File: config.mk
export PLATFORM = sky130hd
export DESIGN_NAME = ebrg_top
export DESIGN_NICKNAME = d
export VERILOG_FILES = /design/src/rtl/ebrg_pkg.sv /design/src/rtl/ebrg_mem_if.sv /design/src/rtl/ebrg_drv.sv /design/src/rtl/ebrg_sync.sv /design/src/rtl/ebrg_top.sv
export SDC_FILE = /design/constraint.sdc
export NUM_CORES = 1
export LEC_CHECK = 0
export BUFFER_PORTS_ARGS = -buffer_cell sky130_fd_sc_hd__buf_2
export CAP_MARGIN = 20
export CORE_MARGIN = 1.5
export CORE_UTILIZATION = 30
export CTS_BUF_LIST = sky130_fd_sc_hd__clkbuf_8
export CTS_CLUSTER_SIZE = 28
export DETAILED_ROUTE_END_ITERATION = 8
export GPL_ROUTABILITY_DRIVEN = 0
export PLACE_DENSITY = 0.66
export SYNTH_ARGS = -nofsm -noshare
export SYNTH_HDL_FRONTEND = slang
export SYNTH_SLANG_ARGS = --single-unit
File: constraint.sdc
create_clock -name CLK -period 1.6 [get_ports CLK]
set_input_delay 0.32 -clock CLK [delete_from_list [all_inputs] [get_ports CLK]]
set_output_delay 0.32 -clock CLK [all_outputs]
set_load 0.005 [all_outputs]
File: src/rtl/ebrg_pkg.sv
// Constants and types for the external bus request and grant block.
package ebrg_pkg;

  localparam int ADDR_W = 14;
  localparam int DATA_W = 24;
  localparam int SYNC_STAGES = 2;
  localparam int STROBE_COUNT = 7;

  ////////////////////////////////////////////////////////////////////////////
  // Strobe positions inside the packed strobe vector.
  localparam int STB_PROGRAM = 0;
  localparam int STB_DATA = 1;
  localparam int STB_BYTE = 2;
  localparam int STB_COMPOSITE = 3;
  localparam int STB_IO = 4;
  localparam int STB_READ = 5;
  localparam int STB_WRITE = 6;

  ////////////////////////////////////////////////////////////////////////////
  // Reset values of the registered outputs.
  localparam logic GRANT_RST = 1'h0;
  localparam logic HUNG_RST = 1'h0;
  localparam logic DRIVE_RST = 1'h1;
  localparam logic [STROBE_COUNT-1:0] STROBE_IDLE_N = 7'h7f;

  ////////////////////////////////////////////////////////////////////////////
  // Arbiter states.
  typedef enum logic [1:0] {
    ST_RUN = 2'b00,
    ST_WAIT = 2'b01,
    ST_GRANT = 2'b10,
    ST_HUNG = 2'b11
  } ebrg_state_t;

endpackage : ebrg_pkg

File: src/rtl/ebrg_mem_if.sv
// Memory interface signals passed between the arbiter top and the pin driver.
`timescale 1ns/10ps
`default_nettype none
interface ebrg_mem_if #(
  parameter int ADDR_W = ebrg_pkg::ADDR_W,
  parameter int DATA_W = ebrg_pkg::DATA_W
);
  logic [ADDR_W-1:0] addr;
  logic [DATA_W-1:0] wdata;
  logic wdata_en;
  logic [DATA_W-1:0] rdata;
  logic [ebrg_pkg::STROBE_COUNT-1:0] strobe_n;
  logic drive;

  modport core (
    output addr,
    output wdata,
    output wdata_en,
    output strobe_n,
    output drive,
    input rdata
  );

  modport pins (
    input addr,
    input wdata,
    input wdata_en,
    input strobe_n,
    input drive,
    output rdata
  );
endinterface : ebrg_mem_if
`default_nettype wire

File: src/rtl/ebrg_drv.sv
// Registered three-state driver for address, data and memory strobes.
`timescale 1ns/10ps
`default_nettype none
module ebrg_drv #(
  parameter int ADDR_W = ebrg_pkg::ADDR_W,
  parameter int DATA_W = ebrg_pkg::DATA_W
) (
  input wire logic clk,
  ebrg_mem_if.pins mem,
  input wire logic [DATA_W-1:0] data_i,
  output logic [ADDR_W-1:0] addr_o,
  output logic addr_oe,
  output logic [DATA_W-1:0] data_o,
  output logic data_oe,
  output logic [ebrg_pkg::STROBE_COUNT-1:0] strobe_n_o,
  output logic [ebrg_pkg::STROBE_COUNT-1:0] strobe_oe
);

  logic [ADDR_W-1:0] addr_ff;
  logic [DATA_W-1:0] data_ff;
  logic [DATA_W-1:0] rdata_ff;
  logic [ebrg_pkg::STROBE_COUNT-1:0] strobe_n_ff;
  logic drive_ff;
  logic data_en_ff;
  logic [ADDR_W-1:0] nxt_addr;
  logic [DATA_W-1:0] nxt_data;
  logic [DATA_W-1:0] nxt_rdata;
  logic [ebrg_pkg::STROBE_COUNT-1:0] nxt_strobe_n;
  logic nxt_drive;
  logic nxt_data_en;

  ////////////////////////////////////////////////////////////////////////////
  // Floated pins keep idle strobe levels so a release comes back inactive.
  always_comb
  begin
    nxt_drive = mem.drive;
    nxt_addr = mem.addr;
    nxt_data = mem.wdata;
    nxt_data_en = mem.drive & mem.wdata_en;
    nxt_strobe_n = mem.drive ? mem.strobe_n : ebrg_pkg::STROBE_IDLE_N;
    nxt_rdata = data_i;
  end

  always_ff @(posedge clk)
  begin
    drive_ff <= nxt_drive;
    addr_ff <= nxt_addr;
    data_ff <= nxt_data;
    data_en_ff <= nxt_data_en;
    strobe_n_ff <= nxt_strobe_n;
    rdata_ff <= nxt_rdata;
  end

  assign addr_o = addr_ff;
  assign addr_oe = drive_ff;
  assign data_o = data_ff;
  assign data_oe = data_en_ff;
  assign strobe_n_o = strobe_n_ff;
  assign strobe_oe = {ebrg_pkg::STROBE_COUNT{drive_ff}};
  assign mem.rdata = rdata_ff;

endmodule : ebrg_drv
`default_nettype wire

File: src/rtl/ebrg_sync.sv
// Multi-stage synchroniser for an asynchronous level input.
`timescale 1ns/10ps
`default_nettype none
module ebrg_sync #(
  parameter int STAGES = ebrg_pkg::SYNC_STAGES
) (
  input wire logic clk,
  input wire logic d,
  output logic q
);

  logic [STAGES-1:0] stage_ff;
  logic [STAGES-1:0] nxt_stage;

  generate
    if (STAGES < 2)
    begin : g_check
      $error("ebrg_sync needs at least two stages.");
    end
  endgenerate

  ////////////////////////////////////////////////////////////////////////////
  // The stages run free so that the request is seen during reset as well.
  always_comb
  begin
    nxt_stage = {stage_ff[STAGES-2:0], d};
  end

  always_ff @(posedge clk)
  begin
    stage_ff <= nxt_stage;
  end

  assign q = stage_ff[STAGES-1];

endmodule : ebrg_sync
`default_nettype wire

File: src/rtl/ebrg_top.sv
// External bus request and grant arbiter with emulator pin substitution.
//
// Summary of operation
// - Idle bus request grants next cycle, halts.
// - Granted: address, data, strobes float.
// - Run-ahead mode halts only at external access.
// - Request during access waits until after completion.
// - Grant may fall between two accesses.
// - Request release drops grant, drives, resumes.
// - Arbitration works during reset and booting.
// - Hung output flags stall on granted bus.
// - On return, drop grant, hung, then access.
// - Emulator enable swaps pins, floats normal grant.
// - Emulation ignores reset, request when stepping, halted.
`timescale 1ns/10ps
`default_nettype none
module ebrg_top #(
  parameter int ADDR_W = ebrg_pkg::ADDR_W,
  parameter int DATA_W = ebrg_pkg::DATA_W
) (
  input wire logic CLK,
  input wire logic RESET_N,
  input wire logic BUS_REQUEST_N,
  output logic BUS_GRANT_N,
  output logic BUS_GRANT_N_OE,
  output logic GRANT_HUNG_N,
  input wire logic EMULATOR_ENABLE,
  input wire logic EMULATOR_RESET_N,
  input wire logic EMULATOR_BUS_REQUEST_N,
  output logic EMULATOR_BUS_GRANT_N,
  input wire logic EMU_SINGLE_STEP,
  input wire logic EMU_HALTED,
  input wire logic GO_MODE,
  input wire logic CORE_READY,
  input wire logic CORE_NEED_EXT,
  input wire logic CORE_EXT_ACCESS,
  input wire logic CORE_EXT_DONE,
  input wire logic [ADDR_W-1:0] CORE_ADDR,
  input wire logic [DATA_W-1:0] CORE_WDATA,
  input wire logic CORE_WRITE_EN,
  input wire logic [ebrg_pkg::STROBE_COUNT-1:0] CORE_STROBE_N,
  output logic [DATA_W-1:0] CORE_RDATA,
  output logic CORE_HALT,
  output logic CORE_RESET_N,
  output logic [ADDR_W-1:0] ADDR_O,
  output logic ADDR_OE,
  input wire logic [DATA_W-1:0] DATA_I,
  output logic [DATA_W-1:0] DATA_O,
  output logic DATA_OE,
  output logic PROGRAM_MEM_SELECT_N,
  output logic PROGRAM_MEM_SELECT_N_OE,
  output logic DATA_MEM_SELECT_N,
  output logic DATA_MEM_SELECT_N_OE,
  output logic BYTE_MEM_SELECT_N,
  output logic BYTE_MEM_SELECT_N_OE,
  output logic COMPOSITE_MEM_SELECT_N,
  output logic COMPOSITE_MEM_SELECT_N_OE,
  output logic IO_SPACE_SELECT_N,
  output logic IO_SPACE_SELECT_N_OE,
  output logic READ_STROBE_N,
  output logic READ_STROBE_N_OE,
  output logic WRITE_STROBE_N,
  output logic WRITE_STROBE_N_OE
);

  generate
    if (ADDR_W < 1 || DATA_W < 1)
    begin : g_check
      $error("ebrg_top needs positive address and data widths.");
    end
  endgenerate

  ebrg_pkg::ebrg_state_t state_ff;
  ebrg_pkg::ebrg_state_t nxt_state;
  logic granted_ff;
  logic hung_ff;
  logic grant_n_ff;
  logic grant_oe_ff;
  logic emu_grant_n_ff;
  logic nxt_granted;
  logic nxt_hung;
  logic nxt_grant_n;
  logic nxt_grant_oe;
  logic nxt_emu_grant_n;
  logic req_pin_n;
  logic req_sync_n;
  logic ignore_target;
  logic req_act;
  logic blk_rst_n;
  logic stall_need;
  logic [ebrg_pkg::STROBE_COUNT-1:0] strobe_n;
  logic [ebrg_pkg::STROBE_COUNT-1:0] strobe_oe;

  ebrg_mem_if #(.ADDR_W(ADDR_W), .DATA_W(DATA_W)) mem ();

  ////////////////////////////////////////////////////////////////////////////
  // Request source selection and synchronisation.
  assign req_pin_n = EMULATOR_ENABLE ? EMULATOR_BUS_REQUEST_N : BUS_REQUEST_N;

  ebrg_sync #(.STAGES(ebrg_pkg::SYNC_STAGES)) u_req_sync (
    .clk(CLK),
    .d(req_pin_n),
    .q(req_sync_n)
  );

  assign ignore_target = EMULATOR_ENABLE & (EMU_SINGLE_STEP | EMU_HALTED);
  assign req_act = ignore_target ? granted_ff : ~req_sync_n;

  always_comb
  begin
    if (EMULATOR_ENABLE)
    begin
      blk_rst_n = ignore_target | EMULATOR_RESET_N;
    end
    else
    begin
      blk_rst_n = RESET_N;
    end
  end

  assign CORE_RESET_N = blk_rst_n;

  ////////////////////////////////////////////////////////////////////////////
  // Arbiter state machine.
  assign stall_need = ~GO_MODE | CORE_NEED_EXT;

  always_comb
  begin
    nxt_state = state_ff;
    if (!blk_rst_n)
    begin
      // Nothing is accessed in reset, so a request is granted at once.
      nxt_state = req_act ? ebrg_pkg::ST_GRANT : ebrg_pkg::ST_RUN;
    end
    else
    begin
      case (state_ff)
        ebrg_pkg::ST_RUN:
        begin
          if (req_act)
          begin
            if (CORE_EXT_ACCESS && !CORE_EXT_DONE)
            begin
              nxt_state = ebrg_pkg::ST_WAIT;
            end
            else
            begin
              nxt_state = ebrg_pkg::ST_GRANT;
            end
          end
        end
        ebrg_pkg::ST_WAIT:
        begin
          if (!req_act)
          begin
            nxt_state = ebrg_pkg::ST_RUN;
          end
          else if (CORE_EXT_DONE)
          begin
            nxt_state = ebrg_pkg::ST_GRANT;
          end
        end
        ebrg_pkg::ST_GRANT:
        begin
          if (!req_act)
          begin
            nxt_state = ebrg_pkg::ST_RUN;
          end
          else if (CORE_READY && stall_need)
          begin
            nxt_state = ebrg_pkg::ST_HUNG;
          end
        end
        ebrg_pkg::ST_HUNG:
        begin
          if (!req_act)
          begin
            nxt_state = ebrg_pkg::ST_RUN;
          end
        end
        default:
        begin
          nxt_state = ebrg_pkg::ST_RUN;
        end
      endcase
    end
  end

  ////////////////////////////////////////////////////////////////////////////
  // Registered grant and hung outputs follow the next state; the grant enable follows the inverse of EMULATOR_ENABLE.
  always_comb
  begin
    nxt_granted = (nxt_state == ebrg_pkg::ST_GRANT) || (nxt_state == ebrg_pkg::ST_HUNG);
    nxt_hung = (nxt_state == ebrg_pkg::ST_HUNG);
    nxt_grant_n = ~(nxt_granted & ~EMULATOR_ENABLE);
    nxt_grant_oe = ~EMULATOR_ENABLE;
    nxt_emu_grant_n = ~(nxt_granted & EMULATOR_ENABLE);
  end

  always_ff @(posedge CLK)
  begin
    state_ff <= nxt_state;
    granted_ff <= nxt_granted;
    hung_ff <= nxt_hung;
    grant_n_ff <= nxt_grant_n;
    grant_oe_ff <= nxt_grant_oe;
    emu_grant_n_ff <= nxt_emu_grant_n;
  end

  assign BUS_GRANT_N = grant_n_ff;
  assign BUS_GRANT_N_OE = grant_oe_ff;
  assign EMULATOR_BUS_GRANT_N = emu_grant_n_ff;
  assign GRANT_HUNG_N = ~hung_ff;

  // Halt is held while the bus is away and the core may not run ahead.
  assign CORE_HALT = (state_ff == ebrg_pkg::ST_HUNG) ||
                     ((state_ff == ebrg_pkg::ST_GRANT) && stall_need);

  ////////////////////////////////////////////////////////////////////////////
  // Memory pins, floated together with the grant edge.
  assign mem.addr = CORE_ADDR;
  assign mem.wdata = CORE_WDATA;
  assign mem.wdata_en = CORE_WRITE_EN;
  assign mem.strobe_n = CORE_STROBE_N;
  assign mem.drive = ~nxt_granted;
  assign CORE_RDATA = mem.rdata;

  ebrg_drv #(.ADDR_W(ADDR_W), .DATA_W(DATA_W)) u_drv (
    .clk(CLK),
    .mem(mem),
    .data_i(DATA_I),
    .addr_o(ADDR_O),
    .addr_oe(ADDR_OE),
    .data_o(DATA_O),
    .data_oe(DATA_OE),
    .strobe_n_o(strobe_n),
    .strobe_oe(strobe_oe)
  );

  assign PROGRAM_MEM_SELECT_N = strobe_n[ebrg_pkg::STB_PROGRAM];
  assign PROGRAM_MEM_SELECT_N_OE = strobe_oe[ebrg_pkg::STB_PROGRAM];
  assign DATA_MEM_SELECT_N = strobe_n[ebrg_pkg::STB_DATA];
  assign DATA_MEM_SELECT_N_OE = strobe_oe[ebrg_pkg::STB_DATA];
  assign BYTE_MEM_SELECT_N = strobe_n[ebrg_pkg::STB_BYTE];
  assign BYTE_MEM_SELECT_N_OE = strobe_oe[ebrg_pkg::STB_BYTE];
  assign COMPOSITE_MEM_SELECT_N = strobe_n[ebrg_pkg::STB_COMPOSITE];
  assign COMPOSITE_MEM_SELECT_N_OE = strobe_oe[ebrg_pkg::STB_COMPOSITE];
  assign IO_SPACE_SELECT_N = strobe_n[ebrg_pkg::STB_IO];
  assign IO_SPACE_SELECT_N_OE = strobe_oe[ebrg_pkg::STB_IO];
  assign READ_STROBE_N = strobe_n[ebrg_pkg::STB_READ];
  assign READ_STROBE_N_OE = strobe_oe[ebrg_pkg::STB_READ];
  assign WRITE_STROBE_N = strobe_n[ebrg_pkg::STB_WRITE];
  assign WRITE_STROBE_N_OE = strobe_oe[ebrg_pkg::STB_WRITE];
endmodule : ebrg_top
`default_nettype wire

; ---- After elaboration in Yosys (flattened, before gate mapping)
; Cells that the tools add are included.
; W data, S select, Z words.
[word_totals]
regBits = 80
out_inout_bits = 84
word_cells = 52
[classes]
n_eq_ne = 5
muxes = 13
bitwise = 14
reduce_logical = 7
[op_table]
columns = cell, count
row1 = $mux W2, 9
row2 = $eq A2 B2 Y1 const B, 4
row3 = $pmux W2 S4, 1
row4 = $not A1 Y1, 7
row5 = $and A1 B1 Y1, 4
row6 = $logic_and A1 B1 Y1, 3
row7 = $mux W1, 3
row8 = $or A1 B1 Y1, 3
row9 = $eq A2 B1 Y1 const B, 1
row10 = $logic_not A2 Y1, 1
row11 = $logic_or A1 B1 Y1, 2
row12 = $logic_not A1 Y1, 1

; ---- Depth between registers and ports, before layout
[logic_depth]
depth_word = 11
mapped_depth = 4
ltp_nobuf = 3

; ---- By module
; From an unflattened synthesis, not the netlist that was laid out.
[unflattened]
cells_unflattened = 126
area_unflattened_um2 = 1920.6
[by_module_without_submodules]
columns = module, n_inst, cells_each, area_each_um2, seq_area_each_um2
row1 = ebrg_drv, 1, 86, 1524.0, 1421.4
row2 = ebrg_top, 1, 38, 356.6, 140.1
row3 = ebrg_sync, 1, 2, 40.0, 40.0

; ---- Worst setup path after synthesis
; OpenSTA, ideal clock, no wires.
[synth_path]
kind = in2reg
start = in EMU_HALTED
end = reg u_drv.strobe_n_ff, in the netlist u_drv.strobe_n_o[0]
setup_ps = 114
arrival_ps = 1176
slack_ps = 310
stages = 4
n_path_buf = 1
cell_sequence = o21ai_1 -> mux2_2 -> buf_2 -> a21o_1
[synth_between]
elab_chain_cells = 8
elab_cells_between_ends = 15
[synth_lines]
columns = element, line_no
row1 = start: declaration, ebrg_top.sv:32  ; input wire logic EMU_HALTED,
row2 = $or A1 B1 Y1 *, ebrg_top.sv:106  ; assign ignore_target = EMULATOR_ENABLE & (EMU_SINGLE_STEP | EMU_HALTED);
row3 = $and A1 B1 Y1 *, ebrg_top.sv:106
row4 = $mux W1, ebrg_top.sv:107  ; assign req_act = ignore_target ? granted_ff : ~req_sync_n;
row5 = $mux W2 (on tied branches), n/a
row6 = $pmux W2 S4, ebrg_top.sv:137  ; case (state_ff)
row7 = $mux W2 *, ebrg_top.sv:130  ; if (!blk_rst_n)
row8 = $eq A2 B2 Y1, ebrg_top.sv:193  ; nxt_granted = (nxt_state == ebrg_pkg::ST_GRANT) || (nxt_state == ebrg_pkg::ST_HUNG);
row9 = $logic_or A1 B1 Y1 *, ebrg_top.sv:193
row10 = end signal: assignment, ebrg_drv.sv:50  ; strobe_n_ff <= nxt_strobe_n;
row11 = end: declaration, ebrg_drv.sv:22  ; logic [ebrg_pkg::STROBE_COUNT-1:0] strobe_n_ff;
; Mark *: on every way between the ends. The rest lies on a longest branch, timed or not.
; A chain may end at the register's enable or synchronous reset.

; ---- Worst setup path in the final report
[layout_path]
start = reg state_ff[0]
end = reg u_drv.strobe_n_ff, in the netlist u_drv.strobe_n_o[5]
[layout_between]
elab_chain_cells = 6
elab_cells_between_ends = 15
[layout_lines]
columns = element, line_no
row1 = start: declaration, ebrg_top.sv:73  ; ebrg_pkg::ebrg_state_t state_ff;
row2 = start signal: assignment, ebrg_top.sv:202  ; state_ff <= nxt_state;
row3 = $mux W2 (on tied branches), "ebrg_top.sv:169, ebrg_top.sv:158"
row4 = $mux W2 (on tied branches), "ebrg_top.sv:165, ebrg_top.sv:154"
row5 = $pmux W2 S4 *, ebrg_top.sv:137
row6 = $mux W2 *, ebrg_top.sv:130
row7 = $eq A2 B2 Y1, ebrg_top.sv:193
row8 = $logic_or A1 B1 Y1 *, ebrg_top.sv:193
; Marked as above.

==> results by group <==
Clock network
  • CTS tree: yes
  • Cts bufs inserted: 9
  • Depth of the CTS H-tree: 3
  • Clock insertion delay at the later pin of the skew report: 0.33 ns
  • Number of gates resized after CTS: 0
  • CTS sink cnt: 80
  • Max Buffers Root-to-Sink: 2
  • CTS clk-pin slew, worst paths: 0.08 ns
  • Post-CTS Setup Inserts: 0
  • CTS root buffer: clkbuf_8
  • Post-cts hold buffer count: 0

Yosys
  • Synthesized cell area: 1880 µm²
  • Proportion of synthesized area in mux cells: approximately 1.7%
  • Adder-cell area share of the yosys netlist: 0%
  • Fraction of synthesized cell area taken by the top area cell type: 85.0%
  • Complex-gate fraction of the synthesized area: 5.71%
  • Unique cell type count in the Yosys netlist: 21
  • Syn Area/Cell: between 15 and 20 µm²
  • Syn Inst Count: 122
  • Xor and xnor fraction of the mapped netlist area: 0%
  • Dominant combinational cell family by area after synthesis: compound AO/OA/AOI/OAI gates
  • Total of flip-flops plus latches after synthesis: 80
  • Fraction of the yosys area taken by sequential cells: around 85%
  • Synthesis Warnings: 0
  • Fraction of the mapped netlist area in simple logic gates: 2.92%
  • Cell type with the largest total area after synthesis: dfxtp_1
  • Net count after synthesis: 205
  • Synth top area cells: dfxtp_1, a21o_1, buf_4

Layout
  • Total number of nets in the final design: 373
  • Layout-stage area growth over the synthesis result: 56.6%
  • Antenna Cells: 0
  • Layout cells sized above 1: 62.0%

Detailed routing
  • Mean number of vias per cell: 3.86
  • Number of antenna-violating nets in the routed design: 0
  • DR pass1 iterations: 3
  • Detail-routed net length per standard cell: 11.9 µm
  • Wire length reported by the detailed router: 4410 µm
  • Drt initial violations: 47
  • Remaining routing DRC violations: 0
  • Number of vias in the routed layout: 1429

Pwr
  • Highest ir drop seen on vdd: 0.000648 V
  • LEAKAGE: around 1.5 nW
  • Pwr dens: 1370 nW/µm²

Timing
  • Number of failing hold endpoints at the final stage: 0
  • Worst hold margin: 0.0782 ns
  • Share of the cycle needed by the critical path after routing: a little over four fifths
  • Slew Limit Fails: 0
  • Slew at the pin with the worst max-slew slack: 0.403 ns
  • Total negative slack: 0 ns
  • Clock period minus final worst setup slack: 1.34 ns
  • Worst Skew: 0.00754 ns
  • Number of setup violations in the final report: 0
  • Maximum operating frequency: 744 MHz
  • Max-slew headroom at the worst pin: between 70 and 80%
  • Setup repair after global routing missed its margin: false

Floorplan
  • Placeable core region: 5990 µm²
  • Number of rows in the core area: 28
  • Die outline area: 6770 µm²
  • Top-level I/O count: between 150 and 200
  • Vert. Die Dim: 82.3 µm
  • Initial Utilization: 31.5%
  • Die X: 82.3 µm

Setup path
  • CP Class: reg -> reg
  • Category of the worst setup path capture point: flip-flop
  • Endpoint arrival time on the critical path: 1.57 ns
  • Capture instance of the worst register-to-register path: u_drv.strobe_n_o[5]$_SDFF_PP1_
  • Critical path startpoint category: flip-flop
  • Reg-to-reg slack, setup: 0.26 ns
  • Data required time at the worst endpoint: 1.82 ns
  • Depth of the worst register-to-register path: 3
  • Maximum fanout along the worst path: 13
  • Reg-to-Reg Start: state_ff[0]$_DFF_P_

GRT
  • Wire length of the first global-routing pass: between 6000 and 7000 µm
  • Vias in the first global route: roughly 1400
  • Pin count of the biggest net entering global routing: 14
  • GR Overflow Total: 0
  • Total Routing Usage GR: 12.9%
  • Antenna violations before repair: 0

Placed design
  • Detail Placement HPWL: 3460 µm
  • Count of port buffers added during placement: between 150 and 200

Job
  • Max-capacitance violation count: 0

Hold path
  • Start point of the worst hold path: DATA_I[21]
  • Path class of the lowest-slack min-delay path: in -> reg
  • Hold Path End: u_drv.mem.rdata[21]$_DFF_P_
  • Min-Delay Path Depth: 1

Run status
  • Result of the run: completed
-- worst max-delay path, stage by stage, from the launching register on --
cell and delay, ns:
dfxtp_1 0.37, o21bai_1 0.09, a2111o_1 0.54, a21o_1 0.24
-- sequential cells by signal, summed over array words and instances (netlist names) --
register,cells
u_drv.data_oe,1
u_drv.strobe_n_o,7
u_drv.data_o,24
u_drv.addr_o,14
granted_ff,1
state_ff,2
EMULATOR_BUS_GRANT_N,1
BUS_GRANT_N_OE,1
u_drv.addr_oe,1
hung_ff,1
u_req_sync.stage_ff,2
BUS_GRANT_N,1
u_drv.mem.rdata,24
-- cell type report --
class / instances / area (µm²)
Sequential cell: 80 / 1600
Fill cell: 538 / 3040
Clock inverter: 7 / 87.6
Tap cell: 75 / 93.8
Timing Repair Buffer: 166 / 831
Inverter: 5 / 18.8
Clock buffer: 9 / 124
Multi-Input combinational cell: 28 / 195
-- worst max-delay path by stage --
stage	startpoint	end	slack, ns	cells after the start
final	state_ff[0]$_DFF_P_	u_drv.strobe_n_o[5]$_SDFF_PP1_	0.26	3
after global placement	CORE_EXT_DONE	u_drv.strobe_n_o[5]$_SDFF_PP1_	0.16	4
after global routing	state_ff[0]$_DFF_P_	u_drv.strobe_n_o[4]$_SDFF_PP1_	0.16	3
after CTS	state_ff[0]$_DFF_P_	u_drv.strobe_n_o[4]$_SDFF_PP1_	0.25	3
after floorplan	EMU_HALTED	u_drv.strobe_n_o[0]$_SDFF_PP1_	0.31	4
after detailed placement	CORE_EXT_DONE	u_drv.strobe_n_o[2]$_SDFF_PP1_	0.12	4
-- synthesized netlist by cell type --
cell / instances
dfxtp_1: 80
nor3_1: 1
and2_1: 2
a21boi_1: 1
o21bai_1: 1
mux2i_1: 1
nor4_1: 1
inv_1: 5
o21ai_1: 1
buf_2: 1
a2111o_1: 1
a211oi_1: 1
nand2_1: 1
nand3_1: 2
a2111oi_0: 1
nor2_1: 3
a21o_1: 8
buf_4: 7
buf_6: 1
mux2_2: 2
nand2b_1: 1
-- through the flow --
| step | cells | instance area (µm²) | total power [mW] | setup WS [ns] | utilization, % |
|---|---|---|---|---|---|
| 2_1_floorplan | 122 | 1880 | 2.35 | 0.310 | - |
| 3_3_place_gp | 354 | 2740 | 2.55 | 0.157 | 45.7 |
| 3_5_place_dp | 354 | 2740 | 2.56 | 0.121 | 45.7 |
| 4_1_cts | 370 | 2950 | 4.12 | 0.247 | 49.3 |
| 5_1_grt | 370 | 2950 | 4.26 | 0.162 | 49.3 |
| 6_report | 370 | 2950 | 4.05 | 0.256 | 49.3 |
-- cells by family (layout without fill, tap and decap cells) --
| group | count (synthesis) | in the layout |
|---|---|---|
| DFF | 80 | 80 |
| AOI/OAI and AO/OA | 14 | 14 |
| buffers and inverters | 14 | 187 |
| and+or+nand+nor | 11 | 11 |
| muxes | 3 | 3 |
-- per-layer routing --
layer | vias up | part of all wire (%) | track usage [%] | wire (µm)
met5 | - | 0 | 0 | 0
met3 | 8 | 11 | 5.93 | 481
met2 | 82 | 51 | 20.8 | 2230
met1 | 618 | 37 | 13.7 | 1630
li1 | 721 | - | - | -
met4 | 0 | 1.5 | 8.14 | 65
-- cell usage in the layout, fill, tap and decap left out, drive strengths merged --
| cell type | count |
|---|---|
| a2111o | 1 |
| a2111oi | 1 |
| a211oi | 1 |
| a21boi | 1 |
| a21o | 8 |
| and2 | 2 |
| buf | 166 |
| bufinv | 2 |
| clkbuf | 9 |
| clkinv | 4 |
| dfxtp | 80 |
| inv | 6 |
| mux2 | 2 |
| mux2i | 1 |
| nand2 | 1 |
| nand2b | 1 |
| nand3 | 2 |
| nor2 | 3 |
| nor3 | 1 |
| nor4 | 1 |
| o21ai | 1 |
| o21bai | 1 |
-- where the power goes --
part / internal, mW / switching, mW / total (mW)
clock network: 0.868 / 0.679 / 1.55
logic: 0.201 / 0.145 / 0.346
registers: 2.12 / 0.0379 / 2.16
No activity file was read; power rests on OpenSTA's default activity.
